===== src/hw/mccd_pkg.sv =====
// Constants and types shared by the move and constant-load decode block
package mccd_pkg;

  // Instruction field positions
  localparam int unsigned MCCD_CREG_MSB   = 31;
  localparam int unsigned MCCD_CREG_LSB   = 29;
  localparam int unsigned MCCD_Z_BIT      = 28;
  localparam int unsigned MCCD_DST_MSB    = 27;
  localparam int unsigned MCCD_DST_LSB    = 23;
  localparam int unsigned MCCD_SRC_MSB    = 22;
  localparam int unsigned MCCD_SRC_LSB    = 18;
  localparam int unsigned MCCD_SRC1_MSB   = 17;
  localparam int unsigned MCCD_SRC1_LSB   = 13;
  localparam int unsigned MCCD_CST_MSB    = 22;
  localparam int unsigned MCCD_CST_LSB    = 7;
  localparam int unsigned MCCD_SIDE_BIT   = 1;

  // Opcode patterns
  localparam logic [2:0] MCCD_L_TAIL      = 3'h6;
  localparam logic [6:0] MCCD_L_ADD_INT   = 7'h02;
  localparam logic [6:0] MCCD_L_ADD_LONG  = 7'h20;
  localparam logic [3:0] MCCD_S_TAIL      = 4'h8;
  localparam logic [5:0] MCCD_S_ADD_OP    = 6'h07;
  localparam logic [5:0] MCCD_CTL_RD_OP   = 6'h0f;
  localparam logic [5:0] MCCD_CTL_WR_OP   = 6'h0e;
  localparam logic [4:0] MCCD_D_TAIL      = 5'h10;
  localparam logic [5:0] MCCD_D_ADD_OP    = 6'h12;
  localparam logic [4:0] MCCD_CONST_TAIL  = 5'h0a;
  localparam logic [4:0] MCCD_UPPER_TAIL  = 5'h1a;
  localparam logic [4:0] MCCD_SRC1_ZERO   = 5'h00;
  localparam logic [31:0] MCCD_ADD_ZERO   = 32'h0000_0000;

  // Control register addresses
  localparam logic [4:0] MCCD_ADDR_AMODE  = 5'h00;
  localparam logic [4:0] MCCD_ADDR_CSTAT  = 5'h01;
  localparam logic [4:0] MCCD_ADDR_IFLAG  = 5'h02;
  localparam logic [4:0] MCCD_ADDR_ICLR   = 5'h03;
  localparam logic [4:0] MCCD_ADDR_IEN    = 5'h04;
  localparam logic [4:0] MCCD_ADDR_STP    = 5'h05;
  localparam logic [4:0] MCCD_ADDR_IRET   = 5'h06;
  localparam logic [4:0] MCCD_ADDR_NMRET  = 5'h07;
  localparam logic [4:0] MCCD_ADDR_PC     = 5'h10;

  // Reset values and masks
  localparam logic [31:0] MCCD_REG_RESET  = 32'h0000_0000;
  localparam logic [31:0] MCCD_AMODE_WMASK = 32'h03ff_ffff;
  localparam logic [31:0] MCCD_NO_VALUE   = 32'h0000_0000;

  // Decoded operation, one-hot
  typedef enum logic [5:0] {
    MCCD_OP_NONE   = 6'h01,
    MCCD_OP_COPY   = 6'h02,
    MCCD_OP_CTL_RD = 6'h04,
    MCCD_OP_CTL_WR = 6'h08,
    MCCD_OP_CONST  = 6'h10,
    MCCD_OP_UPPER  = 6'h20
  } mccd_op_e;

endpackage : mccd_pkg


===== src/hw/mccd_ctl_regs.sv =====
// Control register file reached by control-file moves
`timescale 1ns/1ns
`default_nettype none
module mccd_ctl_regs
  import mccd_pkg::*;
(
  input  wire logic        clk_i,
  input  wire logic        rst_i,
  input  wire logic        ce_i,
  input  wire logic        wr_en_i,
  input  wire logic [4:0]  wr_addr_i,
  input  wire logic [31:0] wr_data_i,
  input  wire logic [4:0]  rd_addr_i,
  input  wire logic [31:0] exec_pc_i,
  input  wire logic [31:0] irq_event_i,
  output logic      [31:0] rd_data_o,
  output logic      [31:0] amode_o,
  output logic      [31:0] cstat_o,
  output logic      [31:0] iflag_o,
  output logic      [31:0] ien_o,
  output logic      [31:0] stp_o,
  output logic      [31:0] iret_ptr_o,
  output logic      [31:0] nmret_ptr_o
);

  logic [31:0] set_bits;
  logic [31:0] clr_bits;

  always_comb begin
    case (rd_addr_i)
      MCCD_ADDR_AMODE: rd_data_o = amode_o;
      MCCD_ADDR_CSTAT: rd_data_o = cstat_o;
      MCCD_ADDR_IFLAG: rd_data_o = iflag_o;
      MCCD_ADDR_IEN:   rd_data_o = ien_o;
      MCCD_ADDR_STP:   rd_data_o = stp_o;
      MCCD_ADDR_IRET:  rd_data_o = iret_ptr_o;
      MCCD_ADDR_NMRET: rd_data_o = nmret_ptr_o;
      MCCD_ADDR_PC:    rd_data_o = exec_pc_i;
      default:         rd_data_o = MCCD_NO_VALUE;
    endcase
  end

  // Flag set and clear; an event wins over a clear in the same cycle
  assign set_bits = irq_event_i | ((wr_en_i && wr_addr_i == MCCD_ADDR_IFLAG) ? wr_data_i : MCCD_REG_RESET);
  assign clr_bits = (wr_en_i && wr_addr_i == MCCD_ADDR_ICLR) ? wr_data_i : MCCD_REG_RESET;

  always_ff @(posedge clk_i) begin
    if (rst_i) begin
      iflag_o <= MCCD_REG_RESET;
    end else if (ce_i) begin
      iflag_o <= (iflag_o & ~clr_bits) | set_bits;
    end
  end

  always_ff @(posedge clk_i) begin
    if (rst_i) begin
      amode_o <= MCCD_REG_RESET;
      cstat_o <= MCCD_REG_RESET;
      ien_o   <= MCCD_REG_RESET;
      stp_o   <= MCCD_REG_RESET;
      iret_ptr_o  <= MCCD_REG_RESET;
      nmret_ptr_o <= MCCD_REG_RESET;
    end else if (ce_i && wr_en_i) begin
      case (wr_addr_i)
        MCCD_ADDR_AMODE: amode_o <= (amode_o & ~MCCD_AMODE_WMASK) | (wr_data_i & MCCD_AMODE_WMASK);
        MCCD_ADDR_CSTAT: cstat_o <= wr_data_i;
        MCCD_ADDR_IEN:   ien_o   <= wr_data_i;
        MCCD_ADDR_STP:   stp_o   <= wr_data_i;
        MCCD_ADDR_IRET:  iret_ptr_o  <= wr_data_i;
        MCCD_ADDR_NMRET: nmret_ptr_o <= wr_data_i;
        default: ; // Read-only and unmapped writes are dropped
      endcase
    end
  end

  amode_rsvd_a: assert property (@(posedge clk_i) disable iff (rst_i)
    ce_i && wr_en_i && wr_addr_i == MCCD_ADDR_AMODE |=> amode_o[31:26] == $past(amode_o[31:26]))
    else $error("reserved mode bits were written");

  flag_set_clr_a: assert property (@(posedge clk_i) disable iff (rst_i)
    ce_i && wr_en_i && wr_addr_i == MCCD_ADDR_ICLR && irq_event_i == MCCD_REG_RESET
    |=> (iflag_o & $past(wr_data_i)) == MCCD_REG_RESET)
    else $error("flag clear did not clear the flags");

endmodule : mccd_ctl_regs
`default_nettype wire


===== src/hw/mccd_move_decode.sv =====
// Decode and execute of register copy, control-file move and constant loads
//
// Behaviour
// - Register copy adds zero, single cycle
// - Opfield 001111 reads control register to general
// - Opfield 001110 writes general source to control
// - Control moves only on side B shift unit
// - Mode, status, enable registers at 0,1,4
// - Address 2 reads flags, writes set; 3 clears
// - Address 10000 reads first execute phase PC
// - Table and return pointers at 5,6,7
// - Top six mode bits never written
// - Upper insert keeps destination low half
// - Low load equals signed load; pairs with insert
`timescale 1ns/1ns
`default_nettype none
module mccd_move_decode
  import mccd_pkg::*;
(
  input  wire logic        clk_i,
  input  wire logic        rst_i,
  input  wire logic        ce_i,
  input  wire logic        instr_valid_i,
  input  wire logic [31:0] instr_i,
  input  wire logic [31:0] src_data_i,
  input  wire logic [31:0] dst_data_i,
  input  wire logic [31:0] cond_data_i,
  input  wire logic [31:0] exec_pc_i,
  input  wire logic [31:0] irq_event_i,
  output logic             wr_en_o,
  output logic             wr_side_o,
  output logic      [4:0]  wr_addr_o,
  output logic      [31:0] wr_data_o,
  output logic             unsupported_o,
  output logic      [31:0] amode_o,
  output logic      [31:0] cstat_o,
  output logic      [31:0] iflag_o,
  output logic      [31:0] ien_o,
  output logic      [31:0] stp_o,
  output logic      [31:0] iret_ptr_o,
  output logic      [31:0] nmret_ptr_o
);

  // Classify one instruction word into the operation it asks for
  function automatic mccd_op_e mccd_classify(input logic [31:0] w);
    logic zero_src1;
    zero_src1 = (w[MCCD_SRC1_MSB:MCCD_SRC1_LSB] == MCCD_SRC1_ZERO);
    if (w[4:2] == MCCD_L_TAIL && zero_src1 && (w[11:5] == MCCD_L_ADD_INT || w[11:5] == MCCD_L_ADD_LONG)) begin
      mccd_classify = MCCD_OP_COPY;
    end else if (w[5:2] == MCCD_S_TAIL && zero_src1 && w[11:6] == MCCD_S_ADD_OP) begin
      mccd_classify = MCCD_OP_COPY;
    end else if (w[5:2] == MCCD_S_TAIL && zero_src1 && w[11:6] == MCCD_CTL_RD_OP) begin
      mccd_classify = MCCD_OP_CTL_RD;
    end else if (w[5:2] == MCCD_S_TAIL && zero_src1 && w[11:6] == MCCD_CTL_WR_OP) begin
      mccd_classify = MCCD_OP_CTL_WR;
    end else if (w[6:2] == MCCD_D_TAIL && zero_src1 && w[12:7] == MCCD_D_ADD_OP) begin
      mccd_classify = MCCD_OP_COPY;
    end else if (w[6:2] == MCCD_CONST_TAIL) begin
      mccd_classify = MCCD_OP_CONST;
    end else if (w[6:2] == MCCD_UPPER_TAIL) begin
      mccd_classify = MCCD_OP_UPPER;
    end else begin
      mccd_classify = MCCD_OP_NONE;
    end
  endfunction : mccd_classify

  // Condition test; a zero condition field means always
  function automatic logic mccd_pred(input logic [2:0] creg, input logic zflag, input logic [31:0] val);
    if (creg == 3'h0) begin
      mccd_pred = 1'b1;
    end else if (zflag) begin
      mccd_pred = (val == 32'h0000_0000);
    end else begin
      mccd_pred = (val != 32'h0000_0000);
    end
  endfunction : mccd_pred

  // Sign extension of a sixteen-bit field
  function automatic logic [31:0] mccd_sext16(input logic [15:0] c);
    mccd_sext16 = {{16{c[15]}}, c};
  endfunction : mccd_sext16

  mccd_op_e    op;
  logic        pred_ok;
  logic        on_side_b;
  logic        ctl_ok;
  logic [15:0] cst;
  logic [4:0]  dst_field;
  logic [4:0]  src_field;
  logic        ctl_wr;
  logic [31:0] ctl_rd_data;
  logic        wr_en_nxt;
  logic [31:0] wr_data_nxt;

  assign op         = instr_valid_i ? mccd_classify(instr_i) : MCCD_OP_NONE;
  assign pred_ok    = mccd_pred(instr_i[MCCD_CREG_MSB:MCCD_CREG_LSB], instr_i[MCCD_Z_BIT], cond_data_i);
  assign on_side_b  = instr_i[MCCD_SIDE_BIT];
  assign ctl_ok     = on_side_b;
  assign cst        = instr_i[MCCD_CST_MSB:MCCD_CST_LSB];
  assign dst_field  = instr_i[MCCD_DST_MSB:MCCD_DST_LSB];
  assign src_field  = instr_i[MCCD_SRC_MSB:MCCD_SRC_LSB];

  // Source arrives already routed over the cross path when x is set
  assign ctl_wr = (op == MCCD_OP_CTL_WR) && ctl_ok && pred_ok;

  mccd_ctl_regs u_ctl_regs (
    .clk_i       (clk_i),
    .rst_i       (rst_i),
    .ce_i        (ce_i),
    .wr_en_i     (ctl_wr),
    .wr_addr_i   (dst_field),
    .wr_data_i   (src_data_i),
    .rd_addr_i   (src_field),
    .exec_pc_i   (exec_pc_i),
    .irq_event_i (irq_event_i),
    .rd_data_o   (ctl_rd_data),
    .amode_o     (amode_o),
    .cstat_o     (cstat_o),
    .iflag_o     (iflag_o),
    .ien_o       (ien_o),
    .stp_o       (stp_o),
    .iret_ptr_o  (iret_ptr_o),
    .nmret_ptr_o (nmret_ptr_o)
  );

  always_comb begin
    wr_en_nxt   = 1'b0;
    wr_data_nxt = MCCD_NO_VALUE;
    case (op)
      MCCD_OP_COPY: begin
        wr_en_nxt   = pred_ok;
        wr_data_nxt = src_data_i + MCCD_ADD_ZERO;
      end
      MCCD_OP_CTL_RD: begin
        wr_en_nxt   = pred_ok && ctl_ok;
        wr_data_nxt = ctl_rd_data;
      end
      MCCD_OP_CONST: begin
        // Low load shares this encoding, so it behaves identically
        wr_en_nxt   = pred_ok;
        wr_data_nxt = mccd_sext16(cst);
      end
      MCCD_OP_UPPER: begin
        wr_en_nxt   = pred_ok;
        wr_data_nxt = {cst, dst_data_i[15:0]};
      end
      MCCD_OP_CTL_WR,
      MCCD_OP_NONE: begin
        wr_en_nxt   = 1'b0;
        wr_data_nxt = MCCD_NO_VALUE;
      end
      default: begin
        wr_en_nxt   = 1'b0;
        wr_data_nxt = MCCD_NO_VALUE;
      end
    endcase
  end

  // General register write port, one cycle after issue
  always_ff @(posedge clk_i) begin
    if (rst_i) begin
      wr_en_o   <= 1'b0;
      wr_side_o <= 1'b0;
      wr_addr_o <= 5'h00;
      wr_data_o <= MCCD_NO_VALUE;
    end else if (ce_i) begin
      wr_en_o   <= wr_en_nxt;
      wr_side_o <= on_side_b;
      wr_addr_o <= dst_field;
      wr_data_o <= wr_data_nxt;
    end
  end

  // Control move issued on a unit that cannot carry it
  always_ff @(posedge clk_i) begin
    if (rst_i) begin
      unsupported_o <= 1'b0;
    end else if (ce_i) begin
      unsupported_o <= (op == MCCD_OP_CTL_RD || op == MCCD_OP_CTL_WR) && !ctl_ok;
    end
  end

  copy_result_a: assert property (@(posedge clk_i) disable iff (rst_i)
    ce_i && op == MCCD_OP_COPY && pred_ok |=> wr_en_o && wr_data_o == $past(src_data_i))
    else $error("register copy result wrong");

  ctl_read_a: assert property (@(posedge clk_i) disable iff (rst_i)
    ce_i && op == MCCD_OP_CTL_RD && pred_ok && ctl_ok |=> wr_en_o && wr_data_o == $past(ctl_rd_data)
      && wr_side_o)
    else $error("control read result wrong");

  ctl_write_a: assert property (@(posedge clk_i) disable iff (rst_i)
    ce_i && ctl_wr && dst_field == MCCD_ADDR_IEN |=> ien_o == $past(src_data_i) && !wr_en_o)
    else $error("control write did not land");

  side_only_a: assert property (@(posedge clk_i) disable iff (rst_i)
    ce_i && (op == MCCD_OP_CTL_RD || op == MCCD_OP_CTL_WR) && !on_side_b
    |=> unsupported_o && !wr_en_o && $stable(ien_o) && $stable(amode_o))
    else $error("control move accepted off side B");

  exec_pc_read_a: assert property (@(posedge clk_i) disable iff (rst_i)
    ce_i && op == MCCD_OP_CTL_RD && ctl_ok && pred_ok && src_field == MCCD_ADDR_PC
    |=> wr_data_o == $past(exec_pc_i))
    else $error("execute phase PC read wrong");

  sign_ext_a: assert property (@(posedge clk_i) disable iff (rst_i)
    ce_i && op == MCCD_OP_CONST && pred_ok |=> wr_en_o && wr_data_o[31:16] == {16{$past(cst[15])}}
      && wr_data_o[15:0] == $past(cst))
    else $error("constant load not sign extended");

  upper_insert_a: assert property (@(posedge clk_i) disable iff (rst_i)
    ce_i && op == MCCD_OP_UPPER && pred_ok |=> wr_data_o[15:0] == $past(dst_data_i[15:0])
      && wr_data_o[31:16] == $past(cst))
    else $error("upper insert disturbed low half");

  pred_false_a: assert property (@(posedge clk_i) disable iff (rst_i)
    ce_i && !pred_ok |=> !wr_en_o)
    else $error("write made under false predicate");

  ro_write_a: assert property (@(posedge clk_i) disable iff (rst_i)
    ce_i && ctl_wr && dst_field == MCCD_ADDR_PC |=> $stable(amode_o) && $stable(cstat_o) && $stable(ien_o)
      && $stable(stp_o) && $stable(iret_ptr_o) && $stable(nmret_ptr_o))
    else $error("read-only control write took effect");

  // Clock enable low freezes the write port and the control file
  ce_freeze_a: assert property (@(posedge clk_i) disable iff (rst_i)
    !ce_i |=> $stable(wr_en_o) && $stable(wr_data_o) && $stable(wr_addr_o)
      && $stable(wr_side_o) && $stable(unsupported_o))
    else $error("write port moved with clock enable low");

  ctl_freeze_a: assert property (@(posedge clk_i) disable iff (rst_i)
    !ce_i |=> $stable(amode_o) && $stable(cstat_o) && $stable(iflag_o) && $stable(ien_o)
      && $stable(stp_o) && $stable(iret_ptr_o) && $stable(nmret_ptr_o))
    else $error("control register moved with clock enable low");

  write_target_a: assert property (@(posedge clk_i) disable iff (rst_i)
    ce_i |=> wr_addr_o == $past(dst_field) && wr_side_o == $past(on_side_b))
    else $error("write target register wrong");

  idle_no_write_a: assert property (@(posedge clk_i) disable iff (rst_i)
    ce_i && op == MCCD_OP_NONE |=> !wr_en_o && !unsupported_o)
    else $error("write made without a move");

  ctl_wr_silent_a: assert property (@(posedge clk_i) disable iff (rst_i)
    ce_i && op == MCCD_OP_CTL_WR |=> !wr_en_o)
    else $error("control write touched the general file");

  mode_write_a: assert property (@(posedge clk_i) disable iff (rst_i)
    ce_i && ctl_wr && dst_field == MCCD_ADDR_AMODE
    |=> (amode_o & MCCD_AMODE_WMASK) == ($past(src_data_i) & MCCD_AMODE_WMASK))
    else $error("mode register write lost");

  plain_no_unsup_a: assert property (@(posedge clk_i) disable iff (rst_i)
    ce_i && op != MCCD_OP_CTL_RD && op != MCCD_OP_CTL_WR |=> !unsupported_o)
    else $error("unsupported flagged for a plain move");

  // Control reads, one check per register group
  status_read_a: assert property (@(posedge clk_i) disable iff (rst_i)
    ce_i && op == MCCD_OP_CTL_RD && ctl_ok && pred_ok && src_field == MCCD_ADDR_CSTAT
    |=> wr_data_o == $past(cstat_o))
    else $error("status register read wrong");

  flag_read_a: assert property (@(posedge clk_i) disable iff (rst_i)
    ce_i && op == MCCD_OP_CTL_RD && ctl_ok && pred_ok && src_field == MCCD_ADDR_IFLAG
    |=> wr_data_o == $past(iflag_o))
    else $error("flag register read wrong");

  ptr_read_a: assert property (@(posedge clk_i) disable iff (rst_i)
    ce_i && op == MCCD_OP_CTL_RD && ctl_ok && pred_ok && src_field == MCCD_ADDR_STP
    |=> wr_data_o == $past(stp_o))
    else $error("table pointer read wrong");

  wo_read_a: assert property (@(posedge clk_i) disable iff (rst_i)
    ce_i && op == MCCD_OP_CTL_RD && ctl_ok && pred_ok && src_field == MCCD_ADDR_ICLR
    |=> wr_data_o == MCCD_NO_VALUE)
    else $error("write-only read returned data");

  flag_set_a: assert property (@(posedge clk_i) disable iff (rst_i)
    ce_i && ctl_wr && dst_field == MCCD_ADDR_IFLAG |=> (iflag_o & $past(src_data_i)) == $past(src_data_i))
    else $error("flag set lost a bit");

  ptr_write_a: assert property (@(posedge clk_i) disable iff (rst_i)
    ce_i && ctl_wr && dst_field == MCCD_ADDR_NMRET |=> nmret_ptr_o == $past(src_data_i))
    else $error("return pointer write lost");

  pred_ctl_hold_a: assert property (@(posedge clk_i) disable iff (rst_i)
    ce_i && !pred_ok |=> $stable(ien_o) && $stable(cstat_o) && $stable(amode_o) && $stable(stp_o))
    else $error("control write made under false predicate");

  copy_seen_c: cover property (@(posedge clk_i) disable iff (rst_i)
    ce_i && op == MCCD_OP_COPY && pred_ok);

  ctl_write_seen_c: cover property (@(posedge clk_i) disable iff (rst_i)
    ce_i && ctl_wr);

  const_pair_c: cover property (@(posedge clk_i) disable iff (rst_i)
    ce_i && op == MCCD_OP_CONST ##1 ce_i && op == MCCD_OP_UPPER);

  pred_skip_c: cover property (@(posedge clk_i) disable iff (rst_i)
    ce_i && op != MCCD_OP_NONE && !pred_ok);

  unsup_seen_c: cover property (@(posedge clk_i) disable iff (rst_i)
    ce_i && (op == MCCD_OP_CTL_RD || op == MCCD_OP_CTL_WR) && !ctl_ok);

endmodule : mccd_move_decode
`default_nettype wire


===== config.mk =====
export PLATFORM = sky130hd
export DESIGN_NAME = mccd_move_decode
export DESIGN_NICKNAME = d
export VERILOG_FILES = /design/src/hw/mccd_pkg.sv /design/src/hw/mccd_ctl_regs.sv /design/src/hw/mccd_move_decode.sv
export SDC_FILE = /design/constraint.sdc
export NUM_CORES = 1
export LEC_CHECK = 0
export BUFFER_PORTS_ARGS = -buffer_cell sky130_fd_sc_hd__clkbuf_2
export CELL_PAD_IN_SITES_DETAIL_PLACEMENT = 1
export CELL_PAD_IN_SITES_GLOBAL_PLACEMENT = 1
export CORE_MARGIN = 2
export CORE_UTILIZATION = 39
export CTS_CLUSTER_DIAMETER = 30
export DETAILED_ROUTE_END_ITERATION = 8
export GPL_ROUTABILITY_DRIVEN = 1
export GPL_TIMING_DRIVEN = 0
export PLACE_DENSITY = 0.95
export SLEW_MARGIN = 20
export SYNTH_ARGS = -nofsm -noshare
export SYNTH_HDL_FRONTEND = slang
export SYNTH_SLANG_ARGS = --single-unit

===== constraint.sdc =====
create_clock -name clk_i -period 5.2 [get_ports clk_i]
set_input_delay 0.52 -clock clk_i [delete_from_list [all_inputs] [get_ports clk_i]]
set_output_delay 0.52 -clock clk_i [all_outputs]
set_load 0.02 [all_outputs]

# ---- Word level (Yosys, flattened, before mapping)
# Cells that the tools add are included.
dict set report op_classes {
  reduce_logical 31
  muxes 15
  bitwise 5
  eq_ne 30
}
# operator n
set ops {}
lappend ops {{$pmux W32 S8} 1}
lappend ops {{$pmux W32 S4} 1}
lappend ops {{$mux W32} 2}
lappend ops {{$or A32 B32 Y32} 2}
lappend ops {{$mux W6} 8}
lappend ops {{$eq A5 B3 Y1 const B} 8}
lappend ops {{$and A32 B32 Y32} 1}
lappend ops {{$logic_not A32 Y1} 1}
lappend ops {{$not A32 Y32} 1}
lappend ops {{$or A32 B26 Y32} 1}
lappend ops {{$reduce_bool A32 Y1} 1}
lappend ops {{$eq A6 B4 Y1 const B} 3}
lappend ops {{$eq A5 B2 Y1 const B} 3}
lappend ops {{$eq A5 B5 Y1 const B} 3}
lappend ops {{$logic_and A1 B1 Y1} 15}
lappend ops {{$logic_not A5 Y1} 3}
lappend ops {{$eq A6 B3 Y1 const B} 2}
lappend ops {{$eq A6 B5 Y1 const B} 2}
lappend ops {{$reduce_and A2 Y1} 6}
lappend ops {{$eq A5 B1 Y1 const B} 2}
lappend ops {{$eq A7 B2 Y1 const B} 1}
lappend ops {{$eq A7 B6 Y1 const B} 1}
lappend ops {{$eq A6 B2 Y1 const B} 1}
lappend ops {{$eq A6 B6 Y1 const B} 1}
lappend ops {{9 further kinds} 11}
dict set report word_totals {
  elab_cells 93
  in_bits 196
  reg_bits 264
}

# ---- Depth between registers and ports, before layout
dict set report logic_depth {
  depth_word 17
  mapped_depth 10
}

# ---- Cells and area by module
# From an unflattened synthesis, not the netlist that was laid out.
dict set report hier_totals {
  cells_unflattened 1675
  hier_area_um2 12848.6
}
# mod cells_each instances area_per_inst_um2
set modules_own_cells {}
lappend modules_own_cells {mccd_ctl_regs 1240 1 9929.5}
lappend modules_own_cells {mccd_move_decode 435 1 2919.0}

# ---- Worst setup path before layout
# OpenSTA, ideal clock, no wires.
dict set report synth_path {
  path_type {in2reg}
  from {input port cond_data_i[16]}
  to {register u_ctl_regs.amode_o[20]}
  cell_stages 10
  t_arrival_ns 2.255
  path_slack_ns 2.813
  cell_sequence {nor4_1 nand4_1 or4b_1 buf_2 buf_6 and4_1 buf_4 buf_6 nand2_1 a21oi_1}
}
dict set report synth_via {
  elab_chain_cells 6
}
# element line_no
set synth_lines {}
lappend synth_lines {{start, declared} mccd_move_decode.sv:27} ;# input wire logic [31:0] cond_data_i,
lappend synth_lines {{$reduce_bool A32 Y1 or $logic_not A32 Y1 (tied branches)} {mccd_move_decode.sv:74, mccd_move_decode.sv:72}}
lappend synth_lines {{$mux W1 (*)} mccd_move_decode.sv:71} ;# end else if (zflag) begin
lappend synth_lines {{$mux W1 (*)} mccd_move_decode.sv:69} ;# if (creg == 3'h0) begin
lappend synth_lines {{$logic_and A1 B1 Y1 (*)} mccd_move_decode.sv:104} ;# assign ctl_wr = (op == MCCD_OP_CTL_WR) && ctl_ok && pred_ok;
lappend synth_lines {{$logic_and A1 B1 Y1 (*)} mccd_ctl_regs.sv:63} ;# end else if (ce_i && wr_en_i) begin
lappend synth_lines {{$reduce_and A2 Y1 (no line) (*)} --}
lappend synth_lines {{end signal, assigned} mccd_ctl_regs.sv:65} ;# MCCD_ADDR_AMODE: amode_o <= (amode_o & ~MCCD_AMODE_WMASK) | (wr_data_i & MCCD_AMODE_WMASK);
lappend synth_lines {{end, declared} mccd_ctl_regs.sv:17} ;# output logic [31:0] amode_o,
# Mark *: on every way between the ends. The rest lies on a longest branch, timed or not.
# A chain may end at the register's enable or synchronous reset.

# ---- Final worst setup path
dict set report layout_path {
  from {input port instr_i[21]}
  to {register wr_data_o[22]}
}
dict set report layout_via {
  elab_chain_cells 3
}
# element line_no
set layout_lines {}
lappend layout_lines {{start, declared} mccd_move_decode.sv:24} ;# input wire logic [31:0] instr_i,
lappend layout_lines {{$eq A5 B5 Y1 (tied with other cells)} mccd_ctl_regs.sv:30} ;# case (rd_addr_i)
lappend layout_lines {{$pmux W32 S8 (*)} mccd_ctl_regs.sv:30}
lappend layout_lines {{$pmux W32 S4 (*)} mccd_move_decode.sv:129} ;# case (op)
lappend layout_lines {{end signal, assigned} mccd_move_decode.sv:170} ;# wr_data_o <= wr_data_nxt;
lappend layout_lines {{end, declared} mccd_move_decode.sv:33} ;# output logic [31:0] wr_data_o,
# Marks and branches as above.

==> key figures <==
Placement
  • Port Buffer Count: between 400 and 500
  • Hpwl dp: approximately 54000 um
  • Placed insts: 2480
  • Dpl cell area: around 15000 um2
  • Placer congestion estimate: around 0.93

Logic synthesis
  • Fraction of registers with async set/reset: 0
  • Mux share of post-synthesis cell area: 0.0656
  • Synth Area in Simple Gates: 0.236
  • Post-synthesis sequential area ratio: 0.400
  • Yosys reg bits: around 260
  • EDFF count, synth: 0
  • Post-synthesis adder-cell area fraction: 0
  • Largest family of logic cells by synthesized area: simple AND/OR/NAND/NOR gates
  • Commonest cells in the netlist: 414 x nand2_1, 261 x a21oi_1, 258 x dfxtp_1
  • Post-Synth XOR/XNOR Area: 0.000679
  • Mapped Area: between 10000 and 15000 um2
  • Post-synthesis compound-gate area fraction: 0.217
  • Post-synth top flop: dfxtp_1
  • Post-Syn Area per Cell: 7.91 um2
  • Most common cell in the synthesized netlist: nand2_1
  • Yosys warnings: 0
  • Synth unique cells: 72
  • Synth top area share: 0.400
  • Top cells by area in the synthesized netlist: dfxtp_1 40%, nand2_1 12%, a21oi_1 10%, mux2i_1 4.8%, clkbuf_1 2.7%
  • Synth area leader: dfxtp_1
  • Mapped Cells: approximately 1600

Run status
  • Status: finished clean

Final layout
  • FILL cells: roughly 4100
  • Share of layout cells above drive strength 1: 0.315
  • Non-Filler Instances: between 2000 and 3000
  • Design area: 18100 um2
  • Final net count: 2306
  • Synthesis-to-layout area growth: 40.2%

Global route
  • Antenna violations before repair: 2
  • Total track usage: 0.432
  • First-pass GRT wire length: about 110000 um
  • Vias in the first global route: 16900
  • Global route overflow: 0
  • Largest net degree at the start of global routing: 11

Clock tree
  • Clock Latency Late Sink: approximately 600 ps
  • Post-cts hold buffer count: 0
  • CTS tree: done
  • Cts repair resizes: 0
  • Clock sinks: around 260
  • Post-CTS setup buffers: 0
  • CTS Buffer Depth: 3
  • Register clock-pin slew on the reported worst setup and hold paths: about 50 ps
  • Number of buffers created by CTS: 69
  • CTS root buffer: clkbuf_16
  • H-Tree Depth: 3

Timing
  • Hold Vio Cnt, Final: 0
  • Relative max-transition margin: 0.194
  • Final period util: 0.711
  • Setup Viol. Count Final: 0
  • Setup TNS Final: 0 ps
  • RSZ-0062 raised after global routing: no
  • Crit path time final: 3700 ps
  • Final Max Tran Viols: 0
  • Clock Skew: approximately 24 ps
  • Worst-Margin Slew: ~1200 ps
  • Fmax: about 270 MHz

Routing
  • WL met1: ~28000 um
  • Initial DRC Count: ~1900
  • Via count: 16500
  • WL per Instance: just under 30 um
  • Met2 routed WL: approximately 35000 um
  • Drt first pass iters: 6
  • Top Layer Used: met5
  • Final WL: 77600 um
  • Post-DRT Antenna Nets: 0
  • Vias/cell: 6.33
  • Wire length on met3: 9310 um
  • DRC Markers: 0

Floorplan
  • DIE HEIGHT: 186 um
  • Die ar.: approximately 35000 um2
  • FP Rows: 66
  • Initial Utilization: 0.396
  • Core area: ~33000 um2
  • IO Pins: between 400 and 500
  • Die Width: 186 um

Power
  • Combinational power share: 0.071
  • Leakage power figure: ~7.4 nW
  • Internal power: about 5.5 mW
  • Clock network power share: 0.651
  • PwrDens: 405 nW/um2
  • Net Switching: about 1.9 mW
  • Peak supply drop: 0.279 mV
  • Sequential share of power: 0.279
  • Switching part of the total: 0.255

Worst hold path
  • Hold crit path type: in -> reg

Setup path
  • Required time of the critical path: around 5700 ps
  • Setup crit end kind: flip-flop
  • Critical path class: in -> reg
  • Critical Path Slowest Stage Cell: nor4b_1
  • Worst Path Arrival: around 4200 ps
  • Biggest cell delay along the critical path: 1060 ps
  • Most Frequent Cell on Critical Path: a21oi_1
  • Crit-path max FO: 10
  • Crit start category: primary input
  • Worst-path cell chain: clkbuf_2 -> clkbuf_1 -> nor4b_1 -> buf_2 -> buf_1 -> a21oi_1 -> a21oi_1 -> a211oi_1 -> nor3_1

Flow run
  • Max-Cap Viols: 0
-- cell families (layout without fill, tap and decap cells) --
family | after synthesis | count (layout)
other | 1 | 7
AOI/OAI and AO/OA | 471 | 471
xor gates and xnor gates | 1 | 1
muxes | 82 | 82
DFF | 258 | 258
buffers and inverters | 187 | 716
and+or+nand+nor | 631 | 631
-- per-stage QoR --
stage               power [mW]  setup WS [ps]  hold slack (ps)  utilization
finish                    7.32           1500              200        0.556
global route              7.41           1570              213        0.556
CTS                       7.27           1850              194        0.555
detailed placement        2.56           1340              464        0.476
global placement          2.55           1380              451        0.476
floorplan                 2.32           2810              536            -
-- cells in the final DEF, fill, tap and decap left out, drive strengths merged, types with 29 or more instances in the layout --
master and n:
a22oi 34, a31oi 29, nor2 53, a211oi 34, dfxtp 258, a21oi 262, o21ai 50, mux2i 62
nand2 415, buf 83, nor3 40, clkbuf 584
-- power by group through the flow --
stage / combinational, mW / sequential, mW / clock, mW
after detailed placement: 0.483 / 2.07 / 0
final: 0.516 / 2.04 / 4.77
after global routing: 0.529 / 2.04 / 4.84
after CTS: 0.495 / 2.04 / 4.73
after floorplan: 0.225 / 2.09 / 0
after global placement: 0.472 / 2.07 / 0
-- state kept, by name, summed over array words and instances (netlist names) --
register                cells
u_ctl_regs.cstat_o         32
u_ctl_regs.stp_o           32
wr_addr_o                   5
wr_en_o                     1
u_ctl_regs.ien_o           32
u_ctl_regs.iret_ptr_o      32
u_ctl_regs.nmret_ptr_o     32
u_ctl_regs.amode_o         26
u_ctl_regs.iflag_o         32
wr_data_o                  32
wr_side_o                   1
unsupported_o               1
-- metal layers --
metal / vias to the layer above / GRT usage
met4: 2 / 0.314
met5: - / 0
met3: 380 / 0.119
met2: 1355 / 0.683
met1: 8082 / 0.503
li1: 6690 / -
-- worst paths after layout --
check	end	slack (ps)	depth (start not counted)	from
worst min register to register	u_ctl_regs.cstat_o[2]	470	2	u_ctl_regs.cstat_o[2]
worst max register to register	wr_data_o[19]	3190	5	u_ctl_regs.amode_o[19]
worst max-delay path	wr_data_o[22]	1500	9	instr_i[21]
worst min-delay path	u_ctl_regs.iflag_o[26]	200	2	src_data_i[26]
-- cell type report --
type	count	area, um2	share of cell area
antenna	1	2.50	0.000138
buffer	183	1030	0.0569
sequential	258	5160	0.286
clock buffer	81	1860	0.103
inverter	4	15.0	0.000830
tap	442	553	0.0306
clock inverter	45	708	0.0392
multi-input combinational	1191	6730	0.372
timing repair buffer	403	2020	0.112
-- worst max-delay path: cells and delay by family --
family	cells	cell delay, ps
and+or+nand+nor	2	1290
buffers and inverters	4	1610
AOI/OAI and AO/OA	3	720
Note: power is estimated with default switching activity, not from simulation.
